--- src/shared/cfio_pkg.sv ---
// cfio_pkg: constants shared by the configurable I/O port block.
// assumes ports A..G are indexed 0..6 and each port is eight pins wide.
package cfio_pkg;

    // ==========================================================
    // port geometry
    localparam int NUM_PORTS = 7;
    localparam int PORT_W    = 8;
    localparam int ADDR_W    = 8;
    localparam int DATA_W    = 16;
    localparam int PORT_A    = 0;
    localparam int PORT_B    = 1;
    localparam int PORT_D    = 3;
    localparam int PORT_F    = 5;
    localparam int PORT_G    = 6;

    // port d pin roles when used as dedicated inputs
    localparam int PIN_ALE   = 0;
    localparam int PIN_CSN   = 2;

    // ==========================================================
    // register window: byte offset = {group, port index}
    localparam logic [3:0] GRP_DIN  = 4'h0;
    localparam logic [3:0] GRP_DOUT = 4'h1;
    localparam logic [3:0] GRP_DIR  = 4'h2;
    localparam logic [3:0] GRP_DRV  = 4'h3;
    localparam logic [3:0] GRP_MODE = 4'h4;
    localparam logic [3:0] PORT_LIMIT = 4'h7;

    localparam logic [7:0] REG_RESET = 8'h00;
    localparam logic [7:0] BYTE_ZERO = 8'h00;

    // ==========================================================
    // implemented bits per port, index 6 (G) first
    localparam logic [NUM_PORTS-1:0][7:0] PIN_IMPL =
        {8'hff, 8'hff, 8'hff, 8'h0f, 8'hff, 8'hff, 8'hff};
    localparam logic [NUM_PORTS-1:0][7:0] MODE_IMPL =
        {8'hff, 8'hff, 8'hff, 8'h00, 8'h00, 8'h00, 8'h00};

    // drive select meaning: slew on c and f, open drain elsewhere
    localparam logic [NUM_PORTS-1:0] SLEW_PORTS    = 7'h24;
    // port g carries the high address byte in address-out mode
    localparam logic [NUM_PORTS-1:0] ADDR_HI_PORTS = 7'h40;

    // sync reset image of {mcu_reset_n, rd_n, wr_n, window_sel}
    localparam logic [3:0] CTRL_SYNC_RST = 4'he;

    // ==========================================================
    // bus cycle tracker
    typedef enum logic [2:0] {
        BUS_IDLE  = 3'b001,
        BUS_READ  = 3'b010,
        BUS_WRITE = 3'b100
    } cfio_bus_state_t;

endpackage

--- src/rtl/cfio_port_block.sv ---
// cfio_port_block: run-time configurable i/o ports a..g with their
// configuration and data registers, reached by mcu bus cycles.
// assumes bus strobes and pins are asynchronous and are synchronised
// here; latched address and logic-array terms come from this clock.
`timescale 1ns/10ps
`default_nettype none
module cfio_port_block
    import cfio_pkg::*;
#(
    parameter logic        DATA_PORT_MODE   = 1'b0,
    parameter logic        RESET_PATTERN_EN = 1'b0,
    parameter logic [15:0] RESET_PATTERN    = 16'h0000,
    parameter logic [7:0]  LOGIC_OUT_SEL_A  = 8'h00,
    parameter logic [7:0]  LOGIC_OUT_SEL_B  = 8'h00,
    parameter logic        ADDR_IN_LATCH    = 1'b0,
    parameter logic        CSI_EN           = 1'b0
) (
    input  wire logic                           ref_clk_in,      // 50 mhz clock
    input  wire logic                           rstn_in,         // sync reset, low
    input  wire logic [NUM_PORTS-1:0][PORT_W-1:0] port_pins_in,  // pin levels
    output logic      [NUM_PORTS-1:0][PORT_W-1:0] port_pins_out, // pin drive level
    output logic      [NUM_PORTS-1:0][PORT_W-1:0] port_pins_oe_out, // pin enables
    output logic      [NUM_PORTS-1:0][PORT_W-1:0] slew_fast_out, // fast slew select
    input  wire logic                           mcu_reset_n_in,  // mcu reset, low
    input  wire logic                           bus_rd_n_in,     // read strobe, low
    input  wire logic                           bus_wr_n_in,     // write strobe, low
    input  wire logic                           window_sel_in,   // window decoded
    input  wire logic [ADDR_W-1:0]              bus_addr_in,     // window offset
    input  wire logic [1:0]                     bus_byte_en_in,  // lane enables
    input  wire logic [DATA_W-1:0]              mcu_data_in,     // data bus in
    output logic      [DATA_W-1:0]              mcu_data_out,    // data bus out
    output logic                                mcu_data_oe_out, // data bus enable
    input  wire logic [15:0]                    latched_addr_in, // latched address
    input  wire logic [1:0][PORT_W-1:0]         logic_out_in,    // array outputs a,b
    input  wire logic [NUM_PORTS-1:0][PORT_W-1:0] logic_oe_in,   // enable terms
    output logic      [15:0]                    logic_addr_out   // address to array
);

    // ==========================================================
    // synchronisers for pins and bus signals
    logic [NUM_PORTS-1:0][PORT_W-1:0] pins_s;
    logic [3:0]                       ctrl_s;
    logic [25:0]                      pay_s;

    cfio_sync2 #(
        .WIDTH   (NUM_PORTS*PORT_W),
        .RST_VAL ('0)
    ) u_pin_sync (
        .clk_in   (ref_clk_in),
        .rstn_in  (rstn_in),
        .async_in (port_pins_in),
        .sync_out (pins_s)
    );

    cfio_sync2 #(
        .WIDTH   (4),
        .RST_VAL (CTRL_SYNC_RST)
    ) u_ctrl_sync (
        .clk_in   (ref_clk_in),
        .rstn_in  (rstn_in),
        .async_in ({mcu_reset_n_in, bus_rd_n_in, bus_wr_n_in, window_sel_in}),
        .sync_out (ctrl_s)
    );

    // address, lanes and data settle before the strobe, so they are
    // stable by the time the synchronised strobe is seen
    cfio_sync2 #(
        .WIDTH   (26),
        .RST_VAL ('0)
    ) u_pay_sync (
        .clk_in   (ref_clk_in),
        .rstn_in  (rstn_in),
        .async_in ({bus_addr_in, bus_byte_en_in, mcu_data_in}),
        .sync_out (pay_s)
    );

    logic              mcu_rst_n_s;
    logic              rd_n_s;
    logic              wr_n_s;
    logic              win_s;
    logic [ADDR_W-1:0] addr_s;
    logic [1:0]        be_s;
    logic [15:0]       wdata_s;
    logic              cs_n_s;

    // split the synchronised bundles into named levels
    assign mcu_rst_n_s = ctrl_s[3];
    assign rd_n_s      = ctrl_s[2];
    assign wr_n_s      = ctrl_s[1];
    assign win_s       = ctrl_s[0];
    assign addr_s      = pay_s[25:18];
    assign be_s        = pay_s[17:16];
    assign cs_n_s      = pins_s[PORT_D][PIN_CSN];
    // in data port mode ports f and g are the data bus itself
    assign wdata_s     = DATA_PORT_MODE ? {pins_s[PORT_G], pins_s[PORT_F]}
                                        : pay_s[15:0];

    // ==========================================================
    // configuration and data registers
    logic [NUM_PORTS-1:0][7:0] mode_reg;
    logic [NUM_PORTS-1:0][7:0] mode_next;
    logic [NUM_PORTS-1:0][7:0] dir_reg;
    logic [NUM_PORTS-1:0][7:0] dir_next;
    logic [NUM_PORTS-1:0][7:0] drv_reg;
    logic [NUM_PORTS-1:0][7:0] drv_next;
    logic [NUM_PORTS-1:0][7:0] dout_reg;
    logic [NUM_PORTS-1:0][7:0] dout_next;

    // ==========================================================
    // bus cycle tracking
    cfio_bus_state_t bus_state_reg;
    cfio_bus_state_t bus_state_next;
    logic            access_ok;
    logic            wr_fire;

    // chip select high shuts the window; the port logic runs on
    always_comb begin
        access_ok      = win_s & (~CSI_EN | ~cs_n_s);
        wr_fire        = 1'b0;
        bus_state_next = bus_state_reg;
        case (bus_state_reg)
            BUS_IDLE: begin
                if (!wr_n_s && access_ok) begin
                    bus_state_next = BUS_WRITE;
                    wr_fire        = 1'b1;
                end else if (!rd_n_s && access_ok) begin
                    bus_state_next = BUS_READ;
                end
            end
            BUS_WRITE: begin
                // one write per strobe, however long it is held
                if (wr_n_s) begin
                    bus_state_next = BUS_IDLE;
                end
            end
            BUS_READ: begin
                if (rd_n_s) begin
                    bus_state_next = BUS_IDLE;
                end
            end
            default: begin
                bus_state_next = BUS_IDLE;
            end
        endcase
        if (!rstn_in) begin
            bus_state_next = BUS_IDLE;
        end
    end

    always_ff @(posedge ref_clk_in) begin
        bus_state_reg <= bus_state_next;
    end

    // ==========================================================
    // byte read decode
    function automatic logic [7:0] read_byte(input logic [ADDR_W-1:0] a);
        logic [3:0] grp;
        logic [3:0] prt;
        logic [7:0] rb;
        grp = a[7:4];
        prt = a[3:0];
        rb  = BYTE_ZERO;
        if (prt < PORT_LIMIT) begin
            case (grp)
                GRP_DIN:  rb = pins_s[prt[2:0]] & PIN_IMPL[prt[2:0]];
                GRP_DOUT: rb = dout_reg[prt[2:0]];
                GRP_DIR:  rb = dir_reg[prt[2:0]];
                GRP_DRV:  rb = drv_reg[prt[2:0]];
                GRP_MODE: rb = mode_reg[prt[2:0]];
                default:  rb = BYTE_ZERO;
            endcase
        end
        return rb;
    endfunction

    // ==========================================================
    // register writes, one byte lane at a time
    always_comb begin
        logic [ADDR_W-1:0] la;
        logic [2:0]        lp;
        logic [7:0]        lb;
        la        = '0;
        lp        = '0;
        lb        = BYTE_ZERO;
        mode_next = mode_reg;
        dir_next  = dir_reg;
        drv_next  = drv_reg;
        dout_next = dout_reg;
        if (wr_fire) begin
            for (int ln = 0; ln < 2; ln++) begin
                la = {addr_s[7:1], ln[0]};
                lp = la[2:0];
                lb = wdata_s[ln*8 +: 8];
                if (be_s[ln] && la[3:0] < PORT_LIMIT) begin
                    case (la[7:4])
                        GRP_DOUT: dout_next[lp] = lb & PIN_IMPL[lp];
                        GRP_DIR:  dir_next[lp]  = lb & PIN_IMPL[lp];
                        GRP_DRV:  drv_next[lp]  = lb & PIN_IMPL[lp];
                        GRP_MODE: mode_next[lp] = lb & MODE_IMPL[lp];
                        default:  lb = lb;
                    endcase
                end
            end
        end
        if (!rstn_in) begin
            mode_next = '{default: REG_RESET};
            dir_next  = '{default: REG_RESET};
            drv_next  = '{default: REG_RESET};
            dout_next = '{default: REG_RESET};
        end
    end

    always_ff @(posedge ref_clk_in) begin
        mode_reg <= mode_next;
        dir_reg  <= dir_next;
        drv_reg  <= drv_next;
        dout_reg <= dout_next;
    end

    // ==========================================================
    // data bus drive: read answer or reset pattern
    logic        bus_drv_reg;
    logic        bus_drv_next;
    logic [15:0] bus_val_reg;
    logic [15:0] bus_val_next;
    logic        pattern_act;

    // the pattern yields to any strobe so it never fights a cycle
    always_comb begin
        pattern_act  = RESET_PATTERN_EN & ~mcu_rst_n_s
                     & rd_n_s & wr_n_s;
        bus_drv_next = 1'b0;
        bus_val_next = bus_val_reg;
        if (bus_state_next == BUS_READ) begin
            bus_drv_next = 1'b1;
            bus_val_next = {read_byte({addr_s[7:1], 1'b1}),
                            read_byte({addr_s[7:1], 1'b0})};
        end else if (pattern_act) begin
            bus_drv_next = 1'b1;
            bus_val_next = RESET_PATTERN;
        end
        if (!rstn_in) begin
            bus_drv_next = 1'b0;
            bus_val_next = '0;
        end
    end

    always_ff @(posedge ref_clk_in) begin
        bus_drv_reg <= bus_drv_next;
        bus_val_reg <= bus_val_next;
    end

    // separate data pins are only used when f and g are not the bus
    assign mcu_data_out    = bus_val_reg;
    assign mcu_data_oe_out = bus_drv_reg & ~DATA_PORT_MODE;

    // ==========================================================
    // per-pin value, enable and driver type
    logic [NUM_PORTS-1:0][7:0] pin_val;
    logic [NUM_PORTS-1:0][7:0] pin_en;
    logic [NUM_PORTS-1:0][7:0] pin_od;
    logic [NUM_PORTS-1:0][7:0] slew_next;

    // every bit works on its own pin index; no cross-pin terms
    always_comb begin
        for (int p = 0; p < NUM_PORTS; p++) begin
            pin_en[p]  = dir_reg[p] | logic_oe_in[p];
            pin_val[p] = dout_reg[p];
            for (int b = 0; b < PORT_W; b++) begin
                if (mode_reg[p][b]) begin
                    pin_val[p][b] = ADDR_HI_PORTS[p] ? latched_addr_in[8+b]
                                                     : latched_addr_in[b];
                end
            end
            pin_od[p]    = SLEW_PORTS[p] ? BYTE_ZERO : drv_reg[p];
            slew_next[p] = SLEW_PORTS[p] ? drv_reg[p] : BYTE_ZERO;
            pin_en[p]    = pin_en[p] & PIN_IMPL[p];
        end
        // logic array outputs replace mcu data on the chosen a/b pins
        pin_val[PORT_A] = (pin_val[PORT_A] & ~LOGIC_OUT_SEL_A)
                        | (logic_out_in[0] & LOGIC_OUT_SEL_A);
        pin_val[PORT_B] = (pin_val[PORT_B] & ~LOGIC_OUT_SEL_B)
                        | (logic_out_in[1] & LOGIC_OUT_SEL_B);
        if (DATA_PORT_MODE) begin
            // f and g follow the bus; the pattern ends with mcu reset
            pin_val[PORT_F] = bus_val_reg[7:0];
            pin_val[PORT_G] = bus_val_reg[15:8];
            pin_en[PORT_F]  = {PORT_W{bus_drv_reg}};
            pin_en[PORT_G]  = {PORT_W{bus_drv_reg}};
            pin_od[PORT_F]  = BYTE_ZERO;
            pin_od[PORT_G]  = BYTE_ZERO;
        end
        if (!rstn_in) begin
            slew_next = '0;
        end
    end

    always_ff @(posedge ref_clk_in) begin
        slew_fast_out <= slew_next;
    end

    // ==========================================================
    // registered pin stages, one per port
    for (genvar gp = 0; gp < NUM_PORTS; gp++) begin : g_port
        cfio_pin_drive #(
            .W (PORT_W)
        ) u_drive (
            .clk_in     (ref_clk_in),
            .rstn_in    (rstn_in),
            .val_in     (pin_val[gp]),
            .en_in      (pin_en[gp]),
            .od_in      (pin_od[gp]),
            .pin_out    (port_pins_out[gp]),
            .pin_oe_out (port_pins_oe_out[gp])
        );
    end

    // ==========================================================
    // address inputs from ports a (low byte) and b (high byte) to the logic array
    logic [15:0] laddr_next;

    // with latching on, the value follows the pins only while the
    // strobe is high and then holds, like a transparent latch
    always_comb begin
        laddr_next = logic_addr_out;
        if (!ADDR_IN_LATCH || pins_s[PORT_D][PIN_ALE]) begin
            laddr_next = {pins_s[PORT_B], pins_s[PORT_A]};
        end
        if (!rstn_in) begin
            laddr_next = '0;
        end
    end

    always_ff @(posedge ref_clk_in) begin
        logic_addr_out <= laddr_next;
    end

endmodule
`default_nettype wire

--- src/rtl/cfio_sync2.sv ---
// cfio_sync2: two-flop synchroniser for a bundle of levels.
// assumes each bit is an independent level; no word coherence.
`timescale 1ns/10ps
`default_nettype none
module cfio_sync2 #(
    parameter int               WIDTH   = 8,
    parameter logic [WIDTH-1:0] RST_VAL = '0
) (
    input  wire logic             clk_in,   // block clock
    input  wire logic             rstn_in,  // sync reset, low
    input  wire logic [WIDTH-1:0] async_in, // foreign levels
    output logic      [WIDTH-1:0] sync_out  // safe levels
);
    logic [WIDTH-1:0] meta_reg;
    logic [WIDTH-1:0] meta_next;
    logic [WIDTH-1:0] sync_next;

    // ==========================================================
    // first stage feeds only the second stage
    always_comb begin
        meta_next = rstn_in ? async_in : RST_VAL;
        sync_next = rstn_in ? meta_reg : RST_VAL;
    end

    always_ff @(posedge clk_in) begin
        meta_reg <= meta_next;
        sync_out <= sync_next;
    end
endmodule
`default_nettype wire

--- src/rtl/cfio_pin_drive.sv ---
// cfio_pin_drive: registered output stage for one port.
// assumes value, enable and open-drain select arrive on the same clock.
`timescale 1ns/10ps
`default_nettype none
module cfio_pin_drive #(
    parameter int W = 8
) (
    input  wire logic         clk_in,   // block clock
    input  wire logic         rstn_in,  // sync reset, low
    input  wire logic [W-1:0] val_in,   // level to present
    input  wire logic [W-1:0] en_in,    // pin drive wanted
    input  wire logic [W-1:0] od_in,    // open drain select
    output logic      [W-1:0] pin_out,  // pin output level
    output logic      [W-1:0] pin_oe_out // pin output enable
);
    logic [W-1:0] pin_next;
    logic [W-1:0] oe_next;

    // ==========================================================
    // open drain only pulls low; a high is left to the pull-up
    always_comb begin
        pin_next = val_in & ~od_in;
        oe_next  = en_in & (~od_in | ~val_in);
        if (!rstn_in) begin
            pin_next = '0;
            oe_next  = '0;
        end
    end

    always_ff @(posedge clk_in) begin
        pin_out    <= pin_next;
        pin_oe_out <= oe_next;
    end
endmodule
`default_nettype wire

--- config.mk ---
export PLATFORM = sky130hd
export DESIGN_NAME = cfio_port_block
export DESIGN_NICKNAME = d
export VERILOG_FILES = /design/src/shared/cfio_pkg.sv /design/src/rtl/cfio_port_block.sv /design/src/rtl/cfio_sync2.sv /design/src/rtl/cfio_pin_drive.sv
export SDC_FILE = /design/constraint.sdc
export NUM_CORES = 1
export LEC_CHECK = 0
export BUFFER_PORTS_ARGS = -buffer_cell sky130_fd_sc_hd__buf_2
export CORE_MARGIN = 4
export CORE_UTILIZATION = 40
export DETAILED_ROUTE_END_ITERATION = 16
export GPL_ROUTABILITY_DRIVEN = 0
export PLACE_DENSITY_LB_ADDON = 0.08
export SYNTH_ARGS = -nofsm -noshare
export SYNTH_HDL_FRONTEND = slang
export SYNTH_SLANG_ARGS = --single-unit
export TNS_END_PERCENT = 100
--- constraint.sdc ---
create_clock -name ref_clk_in -period 3.1 [get_ports ref_clk_in]
set_clock_uncertainty 0.1 [all_clocks]
set_input_delay 0.775 -clock ref_clk_in [delete_from_list [all_inputs] [get_ports ref_clk_in]]
set_output_delay 0.775 -clock ref_clk_in [all_outputs]
set_load 0.05 [all_outputs]
==> flow_metrics.env <==
export IMPL_start_util=0.406
export IMPL_setup_ws_ps=436
export IMPL_synthAdderAreaFrac=0
export IMPL_drc=0
export IMPL_syn2layout_area_growth_pct=20.4
export IMPL_clk_pin_slew_worst_paths_ps=60
export IMPL_hold_class="in2reg"
export IMPL_post_cts_buffers=0
export IMPL_dieHeight_um=234
export IMPL_grt_use_total=0.219
export IMPL_die_area_sq_mm=0.0549
export IMPL_synth_cell_types=51
export IMPL_insertion_delay_ps=620
export IMPL_cts_root_buf="clkbuf_16"
export IMPL_multi_input_area_sq_mm=0.00889
export IMPL_grt_pass1_vias=14300
export IMPL_slew_viol_final=0
export IMPL_sw_frac_of_total=0.237
export IMPL_p_sw_uw=3500
export IMPL_rsz0062_at_grt="false"
export IMPL_dr_pass1_iters=5
export IMPL_cap_violations=0
export IMPL_synth_edff_count=0
export IMPL_synth_xor_area_frac=0
export IMPL_p_int_uw=11300
export IMPL_dpl_cell_count=2771
export IMPL_async_flop_share=0
export IMPL_overflow=0
export IMPL_crit_type="reg2reg"
export IMPL_antenna_found_initial=9
export IMPL_power_frac_clock=0.454
export IMPL_start_kind="flop"
export IMPL_maxSlewHeadroom=0.129
export IMPL_finalHoldViolCount=0
export IMPL_filler_cell_count=4681
export IMPL_p_leak_uw=0.00949
export IMPL_synth_compound_area_share=0.0714
export IMPL_max_clock_freq_mhz=375
export IMPL_ios=377
export IMPL_synthMuxAreaShare=0.163
export IMPL_ff2ff_path_depth=5
export IMPL_dieWidth_um=234
export IMPL_grt_pass1_wl_mm=90.7
export IMPL_synthFlopType="dfxtp_1"
export IMPL_synth_simple_gate_area_frac=0.189
export IMPL_cts_made_buffers=55
export IMPL_synth_seq_cells=544
export IMPL_viasPerCell=5.10
export IMPL_finalSetupTns_ps=0
export IMPL_powerDensity_mw_per_mm2=600
export IMPL_whs_path_depth=2
export IMPL_cts_resized=0
export IMPL_core_sq_mm=0.0504
export IMPL_ctsHoldBuffers=0
export IMPL_yosys_warnings=0
export IMPL_final_cells=2874
export IMPL_max_vdd_ir_drop_v=0.000369
export IMPL_synth_top_family_by_area="simple AND/OR/NAND/NOR gates"
export IMPL_critPathMaxFanout=11
export IMPL_tightest_slew_ps=1300
export IMPL_setup_violations=0
export IMPL_syn_area_sq_mm=0.0205
export IMPL_htreeDepth=2
export IMPL_post_route_min_period_ps=2660
export IMPL_final_layout_size_suffix_gt1_frac=0.261
export IMPL_fp_row_count=82
export IMPL_register_area_sq_mm=0.0109
export IMPL_clockBufferDepth=3
export IMPL_netlist_instances=1858
export IMPL_cts_sinks=544
export IMPL_avgSynthCellArea_sq_um=11.0
export IMPL_wire_per_inst_um=21.5
export IMPL_cts_tree="done"
export IMPL_ant_nets=0
export IMPL_period_share=0.859
export IMPL_required_ps=3540
export IMPL_grt_max_degree=173
export IMPL_p_comb_frac=0.058
export IMPL_port_buffer_count=306
export IMPL_dr_first_iter_drc_count=1146
export IMPL_seqPwrFrac=0.488
export IMPL_hpwl_mm=43.6
export IMPL_status="completed"
export IMPL_layout_nets=2332
export IMPL_pre_cts_slack_ps=563
export IMPL_synth_seq_area_share=0.532
export IMPL_cp_arrival_ps=3100
export IMPL_vias=14700
export IMPL_wl_mm=61.8
export IMPL_end_kind="flop"
==> placed cells by master, fill, tap and decap left out, types with 26 or more instances in the layout <==
cell	n
o21ai_0	28
nor3b_1	35
dfxtp_1	541
nand3_1	26
buf_2	305
buf_4	55
mux2_2	27
mux4_2	40
nand2b_1	43
clkbuf_16	55
and2_1	230
nor2_1	196
mux2i_1	213
conb_1	44
a21oi_1	73
o2bb2ai_1	32
==> power groups by stage <==
| stage | Combinational (uW) | Sequential [uW] | Clock (uW) |
|---|---|---|---|
| 2_1_floorplan | 482 | 7470 | 0 |
| 3_5_place_dp | 858 | 7370 | 0 |
| 3_3_place_gp | 857 | 7370 | 0 |
| 5_1_grt | 910 | 7230 | 7170 |
| 4_1_cts | 859 | 7220 | 6890 |
| 6_report | 853 | 7220 | 6720 |
==> Yosys cell counts (15+ instances only) <==
cell / count / area [sq um]
clkbuf_1: 84 / 315
a21oi_1: 73 / 365
nor2_1: 196 / 736
mux4_2: 40 / 901
a222oi_1: 16 / 160
o21ai_0: 28 / 140
and2_1: 230 / 1440
nand2_1: 15 / 56.3
nand3_1: 26 / 130
nor3_1: 22 / 110
o2bb2ai_1: 32 / 280
nor4_4: 18 / 383
buf_4: 45 / 338
nor3b_1: 35 / 263
a22oi_1: 20 / 150
mux2i_1: 213 / 2130
dfxtp_1: 544 / 10900
buf_2: 28 / 140
nand2b_1: 43 / 269
mux2_2: 27 / 304
==> cells by family (layout without fill, tap and decap cells) <==
group           Yosys count  after routing
compound gates          208            208
buf+inv                 185            483
flops                   544            544
mux                     280            280
other cells               1             47
simple gates            640            640
==> metrics by stage <==
stage	instance area [sq um]	power, uW	utilization	hold WS, ps
2_1_floorplan	20600	7950	-	286
6_report	24700	14800	0.489	246
4_1_cts	24700	15000	0.489	213
3_5_place_dp	22800	8230	0.453	296
5_1_grt	24700	15300	0.489	222
3_3_place_gp	22800	8230	0.453	298
==> critical path, cell delays in order, from the launching register on <==
cell	delay, ps
dfxtp_1	620
nand4bb_1	230
nor3_1	1030
buf_4	330
nand4_1	100
a21oi_1	170
==> worst paths after layout <==
path	to	from	slack, ps
max	drv_reg[26]$_SDFFE_PN0P_	u_pay_sync.sync_out[23]$_SDFF_PN0_	440
min	u_ctrl_sync.meta_reg[1]$_SDFF_PN1_	bus_wr_n_in	250
max reg2reg	drv_reg[26]$_SDFFE_PN0P_	u_pay_sync.sync_out[23]$_SDFF_PN0_	440
min reg2reg	u_ctrl_sync.sync_out[2]$_SDFF_PN1_	u_ctrl_sync.meta_reg[2]$_SDFF_PN1_	310
==> cell type report <==
| class | count | area share |
|---|---|---|
| antenna | 3 | 0.000304 |
| clock buffer | 74 | 0.0624 |
| clock inverter | 26 | 0.0120 |
| inverter | 13 | 0.00228 |
| multi-input combinational | 1172 | 0.361 |
| sequential | 544 | 0.442 |
| tap | 672 | 0.0341 |
| timing repair buffer | 370 | 0.0864 |
==> per-layer routing <==
metal / vias up / routed length (um) / global-route usage
li1: 7013 / - / -
met1: 7089 / 29600 / 0.327
met2: 454 / 26200 / 0.314
met3: 89 / 4610 / 0.0581
met4: 12 / 1360 / 0.0544
met5: - / 64 / 0
Note: power is estimated with default switching activity, not from simulation.
